[src/core/dit_defines.svh]
// Function
// RULE1 - Paired issue fetches aligned pairs: low half float, high half core, issued together.
// RULE2 - Single issue meeting float instruction with dual bit: one more single, then paired.
// RULE3 - Paired issue meeting float half with dual bit clear: one more pair, then single.
// RULE4 - A pair in a delayed branch slot executes both halves.
// RULE5 - Core zero shift is float no-op: no pipeline effect, no traps, cannot start pairing.
// RULE6 - Branch on condition paired with compare tests the condition code before it.
// RULE7 - Float half reads register value from before the companion core load.
// RULE8 - Core store of companion pipelined float destination stores that companion result.
// RULE9 - Compare result wins over core half when both write the condition code.
// RULE10 - Software trap in paired issue aborts float half, float flags left unchanged.
// RULE11 - Overflow or listed instruction trap in pairs waits for float companion completion.
// RULE12 - Program aligns every float instruction with dual bit set on eight bytes.
// RULE13 - Program never starts leaving paired issue on a control transfer pair.
// RULE14 - Program pairs control register access only with the paired no-op.
// RULE15 - Program avoids indirect branch with trap bits set, and transitions after it.
// RULE16 - Program keeps core loads off the companion float destinations, except zero pair.
// RULE17 - Program starts no issue mode transition during a locked bus sequence.
// RULE18 - Program avoids equal or greater compares beside and after conditional delayed branches.
// RULE19 - Any trap aborts current instruction, saves user and interrupt bits, clears both.
// RULE20 - Trap entry sets trapped-in-paired flag when issuing pairs, clears it otherwise.
// RULE21 - Trap entry sets pending switch flag when next instruction changes issue mode.
// RULE22 - Trap entry sets every trap type bit whose condition occurred, several together.
// RULE23 - After saving state, jump to fixed handler address in single issue.
// RULE24 - Paired trap loads fault address with the float half address.
// RULE25 - Float dual bit sits at the same position as the no-op dual bit.
`ifndef DIT_DEFINES_SVH
`define DIT_DEFINES_SVH
`define DIT_DUAL_BIT     9
`define DIT_OPC_MSB      31
`define DIT_OPC_LSB      26
`define DIT_FP_OPC       6'h12
`define DIT_FNOP_WORD    32'hB000_0000
`define DIT_FNOP_MASK    32'hFFFF_FDFF
`define DIT_TRAP_VECTOR  32'h0FFF_FF00
`define DIT_ADDR_STATUS  4'h0
`define DIT_ADDR_EXT     4'h4
`define DIT_ADDR_FIR     4'h8
`define DIT_ADDR_CC      4'hC
`define DIT_PSR_RESET    11'h000
`define DIT_P_U          0
`define DIT_P_IM         1
`define DIT_P_PU         2
`define DIT_P_PIM        3
`define DIT_P_IT         4
`define DIT_P_IN         5
`define DIT_P_IAT        6
`define DIT_P_DAT        7
`define DIT_P_FT         8
`define DIT_P_DIM        9
`define DIT_P_DS         10
`define DIT_E_IL         0
`define DIT_E_OF         1
`define DIT_C_IT         0
`define DIT_C_IN         1
`define DIT_C_IAT        2
`define DIT_C_DAT        3
`define DIT_C_FT         4
`define DIT_C_IL         5
`define DIT_C_OF         6
`endif

[src/core/dit_pkg.sv]
`include "dit_defines.svh"
package dit_pkg;
    typedef enum logic [1:0]
    {
        DIT_SINGLE = 2'b00,
        DIT_ENTER  = 2'b01,
        DIT_DUAL   = 2'b10,
        DIT_LEAVE  = 2'b11
    } dit_mode_t;

    function automatic logic dit_is_fnop(input logic [31:0] w);
        dit_is_fnop = ((w & `DIT_FNOP_MASK) == `DIT_FNOP_WORD);
    endfunction

    function automatic logic dit_is_fp(input logic [31:0] w);
        dit_is_fp = (w[`DIT_OPC_MSB:`DIT_OPC_LSB] == `DIT_FP_OPC);
    endfunction
endpackage

[src/core/dit_top.sv]
module dit_top
    import dit_pkg::*;
(
    input  wire logic        core_clk,        // Core clock
    input  wire logic        rst_n,           // Async reset, low
    input  wire logic        fetch_valid,     // Fetch word or pair present
    input  wire logic [31:0] fetch_addr,      // Address of fetched word
    input  wire logic [31:0] fetch_lo,        // Low word, single word
    input  wire logic [31:0] fetch_hi,        // High word, core half
    input  wire logic        core_delayed_br, // Core half is a delayed branch
    input  wire logic        core_sets_cc,    // Core half writes condition
    input  wire logic        core_cc_val,     // Core condition value
    input  wire logic        fp_cmp_cc,       // Float half is a cc compare
    input  wire logic        fp_cmp_val,      // Compare result
    input  wire logic        core_fp_load,    // Core half loads float reg
    input  wire logic        core_fp_store,   // Core half stores float reg
    input  wire logic [4:0]  core_store_reg,  // Stored float register
    input  wire logic        fp_pipelined,    // Float half is pipelined
    input  wire logic [4:0]  fp_pipe_dest,    // Its destination register
    input  wire logic        trap_valid,      // Trap condition, one cycle
    input  wire logic [6:0]  trap_cause,      // Trap condition bits
    input  wire logic        trap_is_sw,      // Caused by trap instruction
    input  wire logic        trap_wait_fp,    // Overflow or listed instr trap
    input  wire logic        fp_done,         // Float companion finished
    input  wire logic [3:0]  reg_addr,        // Register byte address
    input  wire logic [31:0] reg_wdata,       // Register write data
    input  wire logic        reg_we,          // Write strobe
    input  wire logic        reg_re,          // Read strobe
    output logic [31:0]      reg_rdata,       // Read data, next cycle
    output logic             iss_fp_valid,    // Float half to pipelines
    output logic [31:0]      iss_fp_word,     // Float half word
    output logic             iss_core_valid,  // Core instruction valid
    output logic [31:0]      iss_core_word,   // Core instruction word
    output logic             iss_dual,        // Issued as a pair
    output logic             br_cc,           // Condition seen by branch
    output logic             fp_src_old,      // Float reads pre-load value
    output logic             st_fwd_sel,      // Store takes companion result
    output logic             fp_abort,        // Kill float half, pulse
    output logic             fp_finish_req,   // Let float half finish
    output logic             insn_abort,      // Abort current instr, pulse
    output logic             redirect_valid,  // Jump to handler, pulse
    output logic [31:0]      redirect_pc      // Handler address
);
    dit_mode_t   mode;
    logic        next_other;
    logic        dual;
    logic        adv;
    logic        enter_trap;
    logic        fp_kill;
    logic [31:0] core_sel;
    logic        cc_next;
    logic [10:0] psr_reg;
    logic [10:0] psr_next;
    logic [10:0] psr_wr;
    logic [1:0]  ext_reg;
    logic [1:0]  ext_next;
    logic [31:0] fir_reg;
    logic [31:0] fir_next;
    logic        cc_reg;
    logic [31:0] last_addr_reg;
    logic        last_dual_reg;
    logic        last_fnop_reg;
    logic        wait_reg;
    logic [6:0]  wait_cause_reg;
    logic [6:0]  cause_now;
    logic [6:0]  cause_eff;
    logic        sw_now;
    logic [31:0] rd_mux;

    assign dual = (mode == DIT_DUAL) || (mode == DIT_LEAVE);
    // Issue freezes while a trap is entered or waits on the float half
    assign adv = fetch_valid && !trap_valid && !wait_reg;

    // RULE11 wait for companion
    assign enter_trap = (trap_valid && !(trap_wait_fp && dual)) || (wait_reg && fp_done);
    assign cause_now  = wait_reg ? wait_cause_reg : trap_cause;
    assign sw_now     = trap_valid && trap_is_sw && !wait_reg;

    // RULE5 no-op reports no float trap
    assign cause_eff = last_fnop_reg ? (cause_now & ~(7'h01 << `DIT_C_FT)) : cause_now;

    dit_issue_seq u_seq
    (
        .core_clk     (core_clk),
        .rst_n        (rst_n),
        .adv          (adv),
        .word_lo      (fetch_lo),
        .force_single (enter_trap),
        .mode         (mode),
        .next_other   (next_other)
    );

    // RULE5 no-op leaves pipelines alone
    assign fp_kill = dit_is_fnop(fetch_lo);
    // RULE1 high half is core
    assign core_sel = dual ? fetch_hi : fetch_lo;

    // RULE9 compare result wins
    assign cc_next = (adv && dual && fp_cmp_cc) ? fp_cmp_val :
                     (adv && core_sets_cc)      ? core_cc_val : cc_reg;

    always_ff @(posedge core_clk or negedge rst_n)
    begin
        if (!rst_n)
        begin
            iss_fp_valid   <= 1'b0;
            iss_fp_word    <= 32'h0000_0000;
            iss_core_valid <= 1'b0;
            iss_core_word  <= 32'h0000_0000;
            iss_dual       <= 1'b0;
            br_cc          <= 1'b0;
            fp_src_old     <= 1'b0;
            st_fwd_sel     <= 1'b0;
        end
        else
        begin
            // RULE1 pair issued together
            // RULE4 delay slot keeps both halves
            iss_fp_valid   <= adv && (dual || dit_is_fp(fetch_lo)) && !fp_kill;
            iss_fp_word    <= fetch_lo;
            iss_core_valid <= adv && (dual || !dit_is_fp(fetch_lo));
            iss_core_word  <= core_sel;
            iss_dual       <= adv && dual;
            // RULE6 branch sees old code
            br_cc          <= cc_reg;
            // RULE7 source read before load
            fp_src_old     <= adv && dual && core_fp_load;
            // RULE8 store takes companion result
            st_fwd_sel     <= adv && dual && core_fp_store && fp_pipelined
                              && (core_store_reg == fp_pipe_dest);
        end
    end

    always_ff @(posedge core_clk or negedge rst_n)
    begin
        if (!rst_n)
        begin
            last_addr_reg <= 32'h0000_0000;
            last_dual_reg <= 1'b0;
            last_fnop_reg <= 1'b0;
            cc_reg        <= 1'b0;
        end
        else
        begin
            cc_reg <= cc_next;
            if (adv)
            begin
                last_addr_reg <= fetch_addr;
                last_dual_reg <= dual;
                last_fnop_reg <= fp_kill;
            end
        end
    end

    // Deferred trap: cause held until the float half reports done
    always_ff @(posedge core_clk or negedge rst_n)
    begin
        if (!rst_n)
        begin
            wait_reg       <= 1'b0;
            wait_cause_reg <= 7'h00;
        end
        else if (trap_valid && trap_wait_fp && dual && !wait_reg)
        begin
            wait_reg       <= 1'b1;
            wait_cause_reg <= trap_cause;
        end
        else if (wait_reg && fp_done)
        begin
            wait_reg <= 1'b0;
        end
    end

    always_ff @(posedge core_clk or negedge rst_n)
    begin
        if (!rst_n)
        begin
            fp_abort       <= 1'b0;
            fp_finish_req  <= 1'b0;
            insn_abort     <= 1'b0;
            redirect_valid <= 1'b0;
            redirect_pc    <= 32'h0000_0000;
        end
        else
        begin
            // RULE10 abort float half
            fp_abort       <= sw_now && dual;
            fp_finish_req  <= wait_reg && !fp_done;
            // RULE19 abort current instruction
            insn_abort     <= enter_trap;
            // RULE23 fixed handler address
            redirect_valid <= enter_trap;
            redirect_pc    <= `DIT_TRAP_VECTOR;
        end
    end

    // Software write first, trap entry on top so a coinciding event is kept
    assign psr_wr = (reg_we && reg_addr == `DIT_ADDR_STATUS) ? reg_wdata[10:0] : psr_reg;

    always_comb
    begin
        psr_next = psr_wr;
        ext_next = (reg_we && reg_addr == `DIT_ADDR_EXT) ? reg_wdata[1:0] : ext_reg;
        fir_next = fir_reg;
        if (enter_trap)
        begin
            // RULE19 save then clear modes
            psr_next[`DIT_P_PU]  = psr_reg[`DIT_P_U];
            psr_next[`DIT_P_PIM] = psr_reg[`DIT_P_IM];
            psr_next[`DIT_P_U]   = 1'b0;
            psr_next[`DIT_P_IM]  = 1'b0;
            // RULE20 paired flag
            psr_next[`DIT_P_DIM] = dual;
            // RULE21 pending switch flag
            psr_next[`DIT_P_DS]  = next_other;
            // RULE22 all occurring bits
            psr_next[`DIT_P_IT]  = psr_wr[`DIT_P_IT]  | cause_eff[`DIT_C_IT];
            psr_next[`DIT_P_IN]  = psr_wr[`DIT_P_IN]  | cause_eff[`DIT_C_IN];
            psr_next[`DIT_P_IAT] = psr_wr[`DIT_P_IAT] | cause_eff[`DIT_C_IAT];
            psr_next[`DIT_P_DAT] = psr_wr[`DIT_P_DAT] | cause_eff[`DIT_C_DAT];
            // RULE10 float flag untouched
            psr_next[`DIT_P_FT]  = psr_wr[`DIT_P_FT]  | (cause_eff[`DIT_C_FT] && !(sw_now && dual));
            ext_next[`DIT_E_IL]  = ext_next[`DIT_E_IL] | cause_eff[`DIT_C_IL];
            ext_next[`DIT_E_OF]  = ext_next[`DIT_E_OF] | cause_eff[`DIT_C_OF];
            // RULE24 float half address
            fir_next = last_dual_reg ? {last_addr_reg[31:3], 3'b000} : last_addr_reg;
        end
    end

    always_ff @(posedge core_clk or negedge rst_n)
    begin
        if (!rst_n)
        begin
            psr_reg <= `DIT_PSR_RESET;
            ext_reg <= 2'b00;
            fir_reg <= 32'h0000_0000;
        end
        else
        begin
            psr_reg <= psr_next;
            ext_reg <= ext_next;
            fir_reg <= fir_next;
        end
    end

    assign rd_mux = (reg_addr == `DIT_ADDR_STATUS) ? {21'h000000, psr_reg} :
                    (reg_addr == `DIT_ADDR_EXT)    ? {30'h00000000, ext_reg} :
                    (reg_addr == `DIT_ADDR_FIR)    ? fir_reg :
                    (reg_addr == `DIT_ADDR_CC)     ? {31'h00000000, cc_reg} : 32'h0000_0000;

    always_ff @(posedge core_clk or negedge rst_n)
    begin
        if (!rst_n)
            reg_rdata <= 32'h0000_0000;
        else
            reg_rdata <= reg_re ? rd_mux : 32'h0000_0000;
    end
endmodule

[src/core/dit_issue_seq.sv]
module dit_issue_seq
    import dit_pkg::*;
(
    input  wire logic        core_clk,    // Core clock
    input  wire logic        rst_n,       // Async reset, low
    input  wire logic        adv,         // One instruction or pair issued
    input  wire logic [31:0] word_lo,     // Float half or single word
    input  wire logic        force_single,// Trap entry
    output dit_mode_t        mode,        // Current issue mode
    output logic             next_other   // Next issue uses other mode
);
    dit_mode_t mode_reg;
    dit_mode_t mode_next;
    logic      dbit;
    logic      fp_w;

    // RULE25 shared bit
    assign dbit = word_lo[`DIT_DUAL_BIT];
    // RULE5 no-op never enters
    assign fp_w = dit_is_fp(word_lo) && !dit_is_fnop(word_lo);

    always_comb
    begin
        mode_next = mode_reg;
        if (force_single)
        begin
            // RULE23 handler single issue
            mode_next = DIT_SINGLE;
        end
        else if (adv)
        begin
            unique case (mode_reg)
                // RULE2 one more single
                DIT_SINGLE: mode_next = (fp_w && dbit) ? DIT_ENTER : DIT_SINGLE;
                DIT_ENTER:  mode_next = DIT_DUAL;
                // RULE3 one more pair
                DIT_DUAL:   mode_next = dbit ? DIT_DUAL : DIT_LEAVE;
                DIT_LEAVE:  mode_next = DIT_SINGLE;
            endcase
        end
    end

    always_ff @(posedge core_clk or negedge rst_n)
    begin
        if (!rst_n)
            mode_reg <= DIT_SINGLE;
        else
            mode_reg <= mode_next;
    end

    assign mode = mode_reg;
    // RULE21 switch pending
    assign next_other = (mode_reg == DIT_ENTER) || (mode_reg == DIT_LEAVE);
endmodule

[config.mk]
export PLATFORM = sky130hd
export DESIGN_NAME = dit_top
export DESIGN_NICKNAME = d
export VERILOG_FILES = /design/src/core/dit_pkg.sv /design/src/core/dit_top.sv /design/src/core/dit_issue_seq.sv
export VERILOG_INCLUDE_DIRS = /design/src /design/src/core
export SDC_FILE = /design/constraint.sdc
export NUM_CORES = 1
export LEC_CHECK = 0
export BUFFER_PORTS_ARGS = -buffer_cell sky130_fd_sc_hd__buf_2
export CAP_MARGIN = 20
export CORE_ASPECT_RATIO = 1.5
export CORE_MARGIN = 4
export CORE_UTILIZATION = 45
export DETAILED_ROUTE_END_ITERATION = 10
export PLACE_DENSITY_LB_ADDON = 0.08
export SLEW_MARGIN = 20
export SYNTH_ARGS = -nofsm -noshare
export SYNTH_HDL_FRONTEND = slang
export SYNTH_SLANG_ARGS = --single-unit
[constraint.sdc]
create_clock -name core_clk -period 2.2 [get_ports core_clk]
set_input_delay 0.44 -clock core_clk [delete_from_list [all_inputs] [get_ports core_clk]]
set_output_delay 0.44 -clock core_clk [all_outputs]
set_load 0.1 [all_outputs]
==> results of run 1 <==
==> report_power, final <==
part           internal (mW)  total (mW)  switching (mW)
combinational          0.324        1.52            1.19
clock                   1.54        2.97            1.43
sequential              3.88        4.01           0.126
==> placed cells by master, fill, tap and decap left out, drive strengths merged, types with 2 or more instances in the layout <==
| cell | count |
|---|---|
| nand4 | 4 |
| o21ai | 9 |
| a22oi | 2 |
| nor3b | 6 |
| o22ai | 5 |
| inv | 13 |
| mux2 | 40 |
| and4b | 2 |
| and2 | 23 |
| nand2 | 198 |
| a22o | 9 |
| a21oi | 10 |
| a31oi | 2 |
| mux2i | 11 |
| clkbuf | 19 |
| or2 | 2 |
| nor3 | 3 |
| and3 | 2 |
| nor2b | 2 |
| nor4 | 6 |
| nor2 | 17 |
| conb | 13 |
| nand2b | 2 |
| buf | 283 |
| dfrtp | 196 |
| ha | 4 |
| clkinv | 6 |
| xnor2 | 5 |
==> cells in the mapped netlist (4+ instances only) <==
cell type and instances:
a22o_1 9, nor3b_1 4, mux2_2 40, nand4_1 4, buf_4 34, buf_2 16
clkbuf_1 8, nand2_1 198, o22ai_1 5, inv_1 5, xnor2_1 5, and2_1 23
mux2i_1 11, ha_1 4, a21oi_1 10, nor2_1 16, nor4_1 5, dfrtp_1 196
o21ai_0 7
==> per-stage QoR <==
stage	setup WS (ns)	hold WS, ns	instances
6_report	0.230	0.154	1114
5_1_grt	0.0894	0.133	1114
4_1_cts	0.209	0.133	1113
3_5_place_dp	0.292	0.447	1080
3_3_place_gp	0.328	0.442	1080
2_1_floorplan	0.137	0.144	648
==> area by class of cell <==
cell class,instances,area share
clock buffers,18,0.0460
flip-flops and latches,196,0.514
diodes,1,0.000262
well taps,206,0.0270
repair buffers,285,0.160
clock inverters,14,0.0147
multi-input cells,388,0.236
inverters,6,0.00236
==> metal layers <==
layer  GRT usage  part of all wire  up-vias
met3      0.0423             0.067       27
met1       0.244              0.39     2540
li1            -                 -     2550
met4      0.0696             0.025        0
met5           0                 0        -
met2       0.356              0.52      204
==> timing repair <==
action                                 4_1_cts  5_1_grt
endpoints found under the hold margin       10        0
hold buffers                                 1        0
setup buffers                                0        0
==> kinds of logic after synthesis <==
| group | count (synthesis) | share of synthesized area |
|---|---|---|
| AND/OR/NAND/NOR | 272 | 0.163 |
| flip-flops | 196 | 0.655 |
| buffers and inverters | 64 | 0.0518 |
| multiplexers | 51 | 0.0748 |
| AO/OA/AOI/OAI | 43 | 0.0421 |
| XOR/XNOR | 5 | 0.00584 |
| adder cells (fa/ha/maj) | 4 | 0.00668 |
| other | 2 | 0.00100 |
==> worst paths after layout <==
| check | cells past startpoint | endpoint | slack [ns] |
|---|---|---|---|
| min in group asynchronous | 2 | iss_core_word[28] | 0.55 |
| setup reg to reg | 8 | u_seq.mode[0] | 0.30 |
| setup / recovery | 1 | redirect_pc[19] | 0.23 |
| hold reg to reg | 2 | fir_reg[30] | 0.46 |
| hold / removal | 1 | iss_fp_word[3] | 0.15 |
| max in group asynchronous | 3 | u_seq.mode[1] | 0.92 |
==> impl_metrics.csv, run 1 <==
group,metric,value,unit
clock_tree,cts_buffers,17,
final_layout,drive_gt1_frac,0.407,
final_layout,final_util,0.587,
run,drv_cap,0,
sta,tightest_slew,0.541,ns
route,viasPerCell,4.78,
place,routabilityCongestion,0.884,
global_routing,grt_pass1_vias,5689,
setup_path,worstSetupEndpointType,"primary output",
route,totalWireLength,18.8,mm
clock_tree,clk_latency,0.42,ns
logic_synthesis,ys_ff_latch,196,
die,ios,304,
route,vias,5321,
logic_synthesis,async_reset_ff_frac,1.00,
sta,fin_tns_setup,0,ns
power_and_ir_drop,total_power,8.49,mW
place,placed_cell_area,8950,um2
die,core,16300,um2
logic_synthesis,yosysUniqueCellTypes,47,
setup_path,path_class,"reg -> out",
logic_synthesis,synth-edff-count,0,
setup_path,worstPathArrival,1.53,ns
sta,fin_worst_skew,0.0120,ns
place,port-buffer-count,269,
logic_synthesis,syn_area_per_cell,11.8,um2
route,drc_errors,0,
die,chipWidth,113,um
sta,rsz0062_at_grt,"no",
route,antenna_left,0,
die,die-area,18800,um2
clock_tree,cts_resized,0,
final_layout,nets,1064,
setup_path,crit_path_cell_trace,"buf_2",
clock_tree,cts_sinks,196,
die,initial_core_util,0.461,
logic_synthesis,synth-main-ff-cell,"dfrtp_1",
setup_path,crit_fanout,20,
final_layout,multiInputGateArea,2250,um2
final_layout,postLayoutCellArea,9550,um2
clock_tree,tritoncts,"yes",
setup_path,worst-path-buf-inv,1,
final_layout,regArea,4900,um2
setup_path,startpoint_type,"register",
final_layout,syn_to_final_growth,27.4,%
setup_path,required,1.76,ns
power_and_ir_drop,total_leakage_power,5.06,nW
sta,min_period,1.97,ns
clock_tree,htreeDepth,4,
sta,final_hold_viol_count,0,
route,dr.pass1.iters,4,
sta,finalCritPeriodShare,0.896,
clock_tree,path_clk_slew,0.07,ns
die,row_count,57,
place,dp_hpwl,14.1,mm
route,drtIter0Drc,260,
worst_hold_path,hold_path.startpoint,"fetch_lo[3]",
logic_synthesis,seq_area_frac_synth,0.655,
status,outcome,"finished, final reports clean",
route,routedWlPerCell,16.9,um
logic_synthesis,synth_cells,637,
sta,slew_violations,0,
die,fp.dieH,166,um
setup_path,rr_startpoint,"u_seq.mode[0]",
setup_path,cp-startpoint,"redirect_pc[8]",
logic_synthesis,synth_top_area_cell,"dfrtp_1",
power_and_ir_drop,pwr_density_cell,890,nW/um2
setup_path,path_delay_family,"flip-flops",
final_layout,fillCellCount,1430,
global_routing,antenna_found_initial,1,
global_routing,grt_max_degree,62,
sta,fmax,508,MHz
logic_synthesis,yosysWarnings,0,
logic_synthesis,yosysTopAreaCellShare,0.655,
logic_synthesis,netlist_area,7490,um2
logic_synthesis,synth_area_leaders,"dfrtp_1 65%, nand2_1 9.9%, mux2_2 6.0%",
global_routing,grt.total_usage,0.202,
setup_path,cp_slowest_cell,"dfrtp_1",
global_routing,grt_overflow_total,0,
power_and_ir_drop,peakVddDrop,0.000494,V
worst_hold_path,hold_path_class,"in -> reg",
sta,slew_headroom,0.639,
setup_path,slowest_delay,0.59,ns
clock_tree,clockBufferDepth,2,
global_routing,grt_first_pass_wirelength,30.1,mm
clock_tree,cts-root-buf,"clkbuf_16",
sta,setup_viol_count_final,0,
Power figures use the tool's default switching activity.
==> run 2, diff against run 1 <==
Clock period 2.2 ns to 2.4 ns, I/O delays scaled along.
==> run 2 against run 1 <==
Register-to-register slack better by 0.22 ns; wire length is 0.72% lower; via count is 0.45% higher; sequential share of layout area is 0.32 points lower; sequential power is 8.5% lower; critical endpoint is now redirect_pc[11]; cell count hardly changed; non-clock buffer count is 1 higher; worst hold slack worse by 0.11 ns; global-route usage hardly changed; critical path depth stayed put; clock power hardly changed.
==> impl_metrics.csv, run 2 (synthesis gave the netlist of run 1 again) <==
group,metric,value,unit
setup_path,worstPathArrival,1.52,ns
power_and_ir_drop,total_leakage_power,5.09,nW
clock_tree,post_cts_buffers,0,
setup_path,crit_fanout,20,
final_layout,postLayoutCellArea,9610,um2
sta,rsz0062_at_grt,"no",
place,dp_hpwl,14.1,mm
setup_path,cp.depth,1,
power_and_ir_drop,combPwrFrac,0.173,
clock_tree,clk_latency,0.42,ns
sta,worst_slack,0.402,ns
clock_tree,ctsHoldBuffers,0,
die,chipWidth,113,um
global_routing,antenna_found_initial,1,
setup_path,worstSetupEndpointType,"primary output",
power_and_ir_drop,total_power,8.03,mW
route,totalWireLength,18.7,mm
place,routabilityCongestion,0.905,
sta,finalCritPeriodShare,0.832,
setup_path,crit_end,"redirect_pc[11]",
sta,fmax,501,MHz
worst_hold_path,hold_path_class,"in -> async",
power_and_ir_drop,switching_share,0.319,
global_routing,grt.total_usage,0.202,
status,outcome,"finished, final reports clean",
setup_path,r2r_end,"u_seq.mode[0]",
place,place_ws,0.510,ns
setup_path,path_class,"reg -> out",
final_layout,layout_common_cells,"268 x buf_2, 198 x nand2_1, 196 x dfrtp_1, 40 x mux2_2, 23 x and2_1",
power_and_ir_drop,pwr-share-seq,0.458,
sta,fin_worst_skew,0.0143,ns
final_layout,syn_to_final_growth,28.2,%
route,vias,5345,
power_and_ir_drop,pwr_density_cell,835,nW/um2
sta,fin_tns_setup,0,ns
power_and_ir_drop,peakVddDrop,0.000435,V
route,routedWlPerCell,16.7,um
power_and_ir_drop,clock_power_share,0.369,
setup_path,rrSetupSlack,0.52,ns
setup_path,startpoint_type,"register",
clock_tree,cts_sinks,196,
clock_tree,cts-root-buf,"clkbuf_16",
die,core,16300,um2
clock_tree,cts_resized,0,
run,drv_cap,0,
route,drc_errors,0,
die,ios,304,
global_routing,grt_max_degree,72,
setup_path,rr_startpoint,"u_seq.mode[0]",
final_layout,final_common_cell,"buf_2",
setup_path,cp_slowest_cell,"dfrtp_1",
setup_path,reg2regPathDepth,8,
setup_path,cp-startpoint,"redirect_pc[8]",
sta,min_period,2.00,ns
setup_path,slowest_delay,0.58,ns
global_routing,grt_pass1_vias,5703,
place,dp_cells,1082,
setup_path,worst-path-buf-inv,1,
power_and_ir_drop,netSwitchingPower,2.56,mW
sta,slew_headroom,0.608,
die,row_count,57,
sta,final_hold_viol_count,0,
route,dr.pass1.iters,4,
clock_tree,htreeDepth,4,
route,viasPerCell,4.79,
route,antenna_left,0,
die,initial_core_util,0.461,
setup_path,required,1.92,ns
power_and_ir_drop,p_int,5.46,mW
sta,slew_violations,0,
final_layout,layout.cells.non_filler,1115,
sta,tightest_slew,0.588,ns
clock_tree,clockBufferDepth,2,
place,placed_cell_area,8970,um2
route,drtIter0Drc,186,
global_routing,grt_first_pass_wirelength,30.1,mm
setup_path,path_delay_family,"flip-flops",
clock_tree,cts_buffers,17,
final_layout,drive_gt1_frac,0.409,
place,port-buffer-count,269,
setup_path,crit_path_cell_trace,"buf_2",
sta,setup_viol_count_final,0,
global_routing,grt_overflow_total,0,
clock_tree,path_clk_slew,0.08,ns
die,fp.dieH,166,um
final_layout,nets,1065,
die,die-area,18800,um2
clock_tree,tritoncts,"yes",
-- run 2: worst min path at each step --
stage / startpoint / end / slack (ns) / depth (start not counted)
finish: rst_n / iss_core_word[28] / 0.05 / 1
global route: rst_n / iss_core_word[28] / 0.09 / 1
CTS: rst_n / iss_core_word[28] / 0.07 / 1
detailed placement: cc_reg / br_cc / 0.44 / 0
global placement: cc_reg / br_cc / 0.44 / 0
floorplan: rst_n / br_cc / 0.18 / 0
-- run 2: cell type report --
cell class | instances | area, um2
clock buffers | 17 | 425
diodes | 1 | 2.50
inverters | 6 | 22.5
clock inverters | 15 | 209
flip-flops and latches | 196 | 4900
fillers | 1425 | 6660
repair buffers | 286 | 1530
well taps | 206 | 258
multi-input cells | 388 | 2250
-- run 2: power groups by stage --
stage | Combinational [mW] | Clock [mW] | Sequential, mW
after floorplan | 0.517 | 0 | 4.24
after detailed placement | 1.40 | 0 | 3.74
after global placement | 1.39 | 0 | 3.73
final | 1.39 | 2.96 | 3.67
after global routing | 1.48 | 3.17 | 3.71
after CTS | 1.41 | 3.03 | 3.68
-- run 2: layer usage --
metal / track usage / vias to the layer above / part of all wire
met3: 0.0361 / 25 / 0.060
met4: 0.0696 / 0 / 0.021
met2: 0.358 / 202 / 0.52
met5: 0 / - / 0
li1: - / 2549 / -
met1: 0.247 / 2569 / 0.39
-- run 2: stage by stage --
stage | utilization | hold WS (ns)
2_1_floorplan | - | 0.184
3_3_place_gp | 0.552 | 0.441
3_5_place_dp | 0.552 | 0.440
4_1_cts | 0.591 | 0.0696
5_1_grt | 0.591 | 0.0855
6_report | 0.591 | 0.0487
==> run 3, diff against run 2 <==
Settings changed: CORE_UTILIZATION 45 to 43.
Clock period 2.4 ns to 1.8 ns, I/O delays scaled along.
==> run 3 against run 2 <==
Sequential power grew 34%; power grew 33%; count of clock-buffer cells in the layout grew 4; register-to-register slack lost 0.44 ns; combinational power grew 35%; largest cell class unchanged; largest power group unchanged; highest routed layer unchanged.
==> impl_metrics.csv, run 3 (synthesis gave the netlist of run 1 again) <==
group,metric,value,unit
setup_path,required,1.44,ns
power_and_ir_drop,total_leakage_power,5.15,nW
power_and_ir_drop,pwr_density_cell,1090,nW/um2
place,port-buffer-count,269,
sta,setup_viol_count_final,0,
setup_path,worstPathArrival,1.39,ns
clock_tree,path_clk_slew,0.07,ns
power_and_ir_drop,peakVddDrop,0.000592,V
status,outcome,"finished, final reports clean",
place,place_ws,0.00540,ns
final_layout,postLayoutCellArea,9740,um2
route,totalWireLength,18.9,mm
sta,slew_violations,0,
die,die-area,19600,um2
setup_path,r2r_end,"iss_core_word[13]",
clock_tree,post_cts_buffers,0,
setup_path,crit_path_cell_trace,"buf_2",
route,dr.pass1.iters,6,
setup_path,path_class,"reg -> out",
route,drc_errors,0,
worst_hold_path,hold_path_class,"in -> reg",
global_routing,grt_first_pass_wirelength,29.3,mm
sta,fmax,571,MHz
sta,min_period,1.75,ns
setup_path,rrSetupSlack,0.08,ns
sta,fin_tns_setup,0,ns
worst_hold_path,worst_hold_path.num_cells,1,
final_layout,final_common_cell,"buf_2",
setup_path,startpoint_type,"register",
setup_path,worst-path-buf-inv,1,
clock_tree,clk_latency,0.43,ns
place,routabilityCongestion,0.857,
setup_path,rr_startpoint,"u_seq.mode[0]",
die,row_count,58,
final_layout,syn_to_final_growth,30.0,%
final_layout,drive_gt1_frac,0.414,
clock_tree,clockBufferDepth,2,
die,fp.dieH,170,um
power_and_ir_drop,p_int,7.36,mW
route,drtIter0Drc,200,
die,chipWidth,116,um
place,placed_cell_area,9100,um2
power_and_ir_drop,clock_power_share,0.364,
global_routing,grt_overflow_total,0,
die,initial_core_util,0.443,
global_routing,grt_max_degree,54,
sta,final_hold_viol_count,0,
final_layout,layout_common_cells,"267 x buf_2, 198 x nand2_1, 195 x dfrtp_1, 40 x mux2_2, 23 x and2_1",
setup_path,path_delay_family,"flip-flops",
clock_tree,cts_buffers,17,
route,antenna_left,0,
die,core,16900,um2
clock_tree,cts_sinks,196,
route,viasPerCell,4.79,
worst_hold_path,whs_endpoint,"iss_fp_word[6]",
power_and_ir_drop,total_power,10.6,mW
sta,rsz0062_at_grt,"yes",
place,dp_hpwl,14.6,mm
setup_path,cp_slowest_cell,"dfrtp_2",
run,drv_cap,0,
setup_path,slowest_delay,0.48,ns
route,vias,5410,
global_routing,grt_pass1_vias,5657,
route,routedWlPerCell,16.7,um
power_and_ir_drop,netSwitchingPower,3.29,mW
clock_tree,tritoncts,"yes",
sta,fin_worst_skew,0.00971,ns
global_routing,antenna_found_initial,1,
sta,slew_headroom,0.653,
die,ios,304,
setup_path,worstSetupEndpointType,"primary output",
worst_hold_path,hold_path.startpoint,"fetch_lo[6]",
sta,worst_slack,0.0484,ns
power_and_ir_drop,pwr-share-seq,0.461,
sta,tightest_slew,0.525,ns
final_layout,nets,1075,
sta,holdWs,0.0573,ns
power_and_ir_drop,switching_share,0.309,
global_routing,grt.total_usage,0.196,
setup_path,crit_fanout,20,
clock_tree,cts-root-buf,"clkbuf_16",
clock_tree,htreeDepth,4,
sta,finalCritPeriodShare,0.973,
setup_path,reg2regPathDepth,5,
power_and_ir_drop,combPwrFrac,0.176,
run 3: cell count changes in the layout (fill, tap and decap cells not counted), sizes merged:
cell | previous run | this run
clkbuf | 18 | 23
dlygate4sd3 | 0 | 1
inv | 13 | 12
clkinvlp | 0 | 1
clkinv | 6 | 2
buf | 285 | 293
run 3: final cells by class:
| class | instances | area [um2] |
|---|---|---|
| Fill cell | 1454 | 7170 |
| Multi-Input combinational cell | 388 | 2260 |
| Clock buffer | 21 | 470 |
| Clock inverter | 11 | 139 |
| Sequential cell | 196 | 4910 |
| Antenna cell | 1 | 2.50 |
| Inverter | 6 | 25.0 |
| Timing Repair Buffer | 296 | 1680 |
| Tap cell | 210 | 263 |
run 3: repair_timing:
action,4_1_cts,5_1_grt
endpoints found under the setup margin,8,50
endpoints found under the hold margin,46,0
resized for setup,1,3
hold buffers,1,0
pin swaps,0,1
run 3: how the worst max path moves through the flow:
stage	slack, ns	cells after the start	to	start
6_report	0.05	1	redirect_pc[25]	redirect_pc[8]
5_1_grt	-0.04	1	redirect_pc[22]	redirect_pc[8]
4_1_cts	0.01	1	redirect_pc[25]	redirect_pc[8]
3_5_place_dp	0.005	8	fir_reg[23]	u_seq.mode[0]
3_3_place_gp	0.09	8	fir_reg[15]	u_seq.mode[0]
2_1_floorplan	0.12	1	redirect_valid	redirect_valid
run 3: through the flow:
stage / util / std cells
3_3_place_gp: 0.538 / 1095
2_1_floorplan: - / 648
3_5_place_dp: 0.538 / 1095
6_report: 0.576 / 1129
4_1_cts: 0.575 / 1128
5_1_grt: 0.576 / 1129
run 3: power by group through the flow:
stage | sequential, mW | clock [mW] | combinational [mW]
after global placement | 4.98 | 0 | 1.86
after global routing | 4.95 | 4.16 | 2.00
after floorplan | 5.65 | 0 | 0.688
after CTS | 4.91 | 3.99 | 1.89
final | 4.90 | 3.87 | 1.87
after detailed placement | 4.99 | 0 | 1.89
run 3: layer usage:
layer	share of wire	wire [um]	track usage	vias up
met5	0	0	0	-
met4	0.035	656	0.0959	0
met3	0.080	1520	0.0446	42
met2	0.53	10100	0.344	236
met1	0.35	6650	0.220	2564
li1	-	-	-	2568
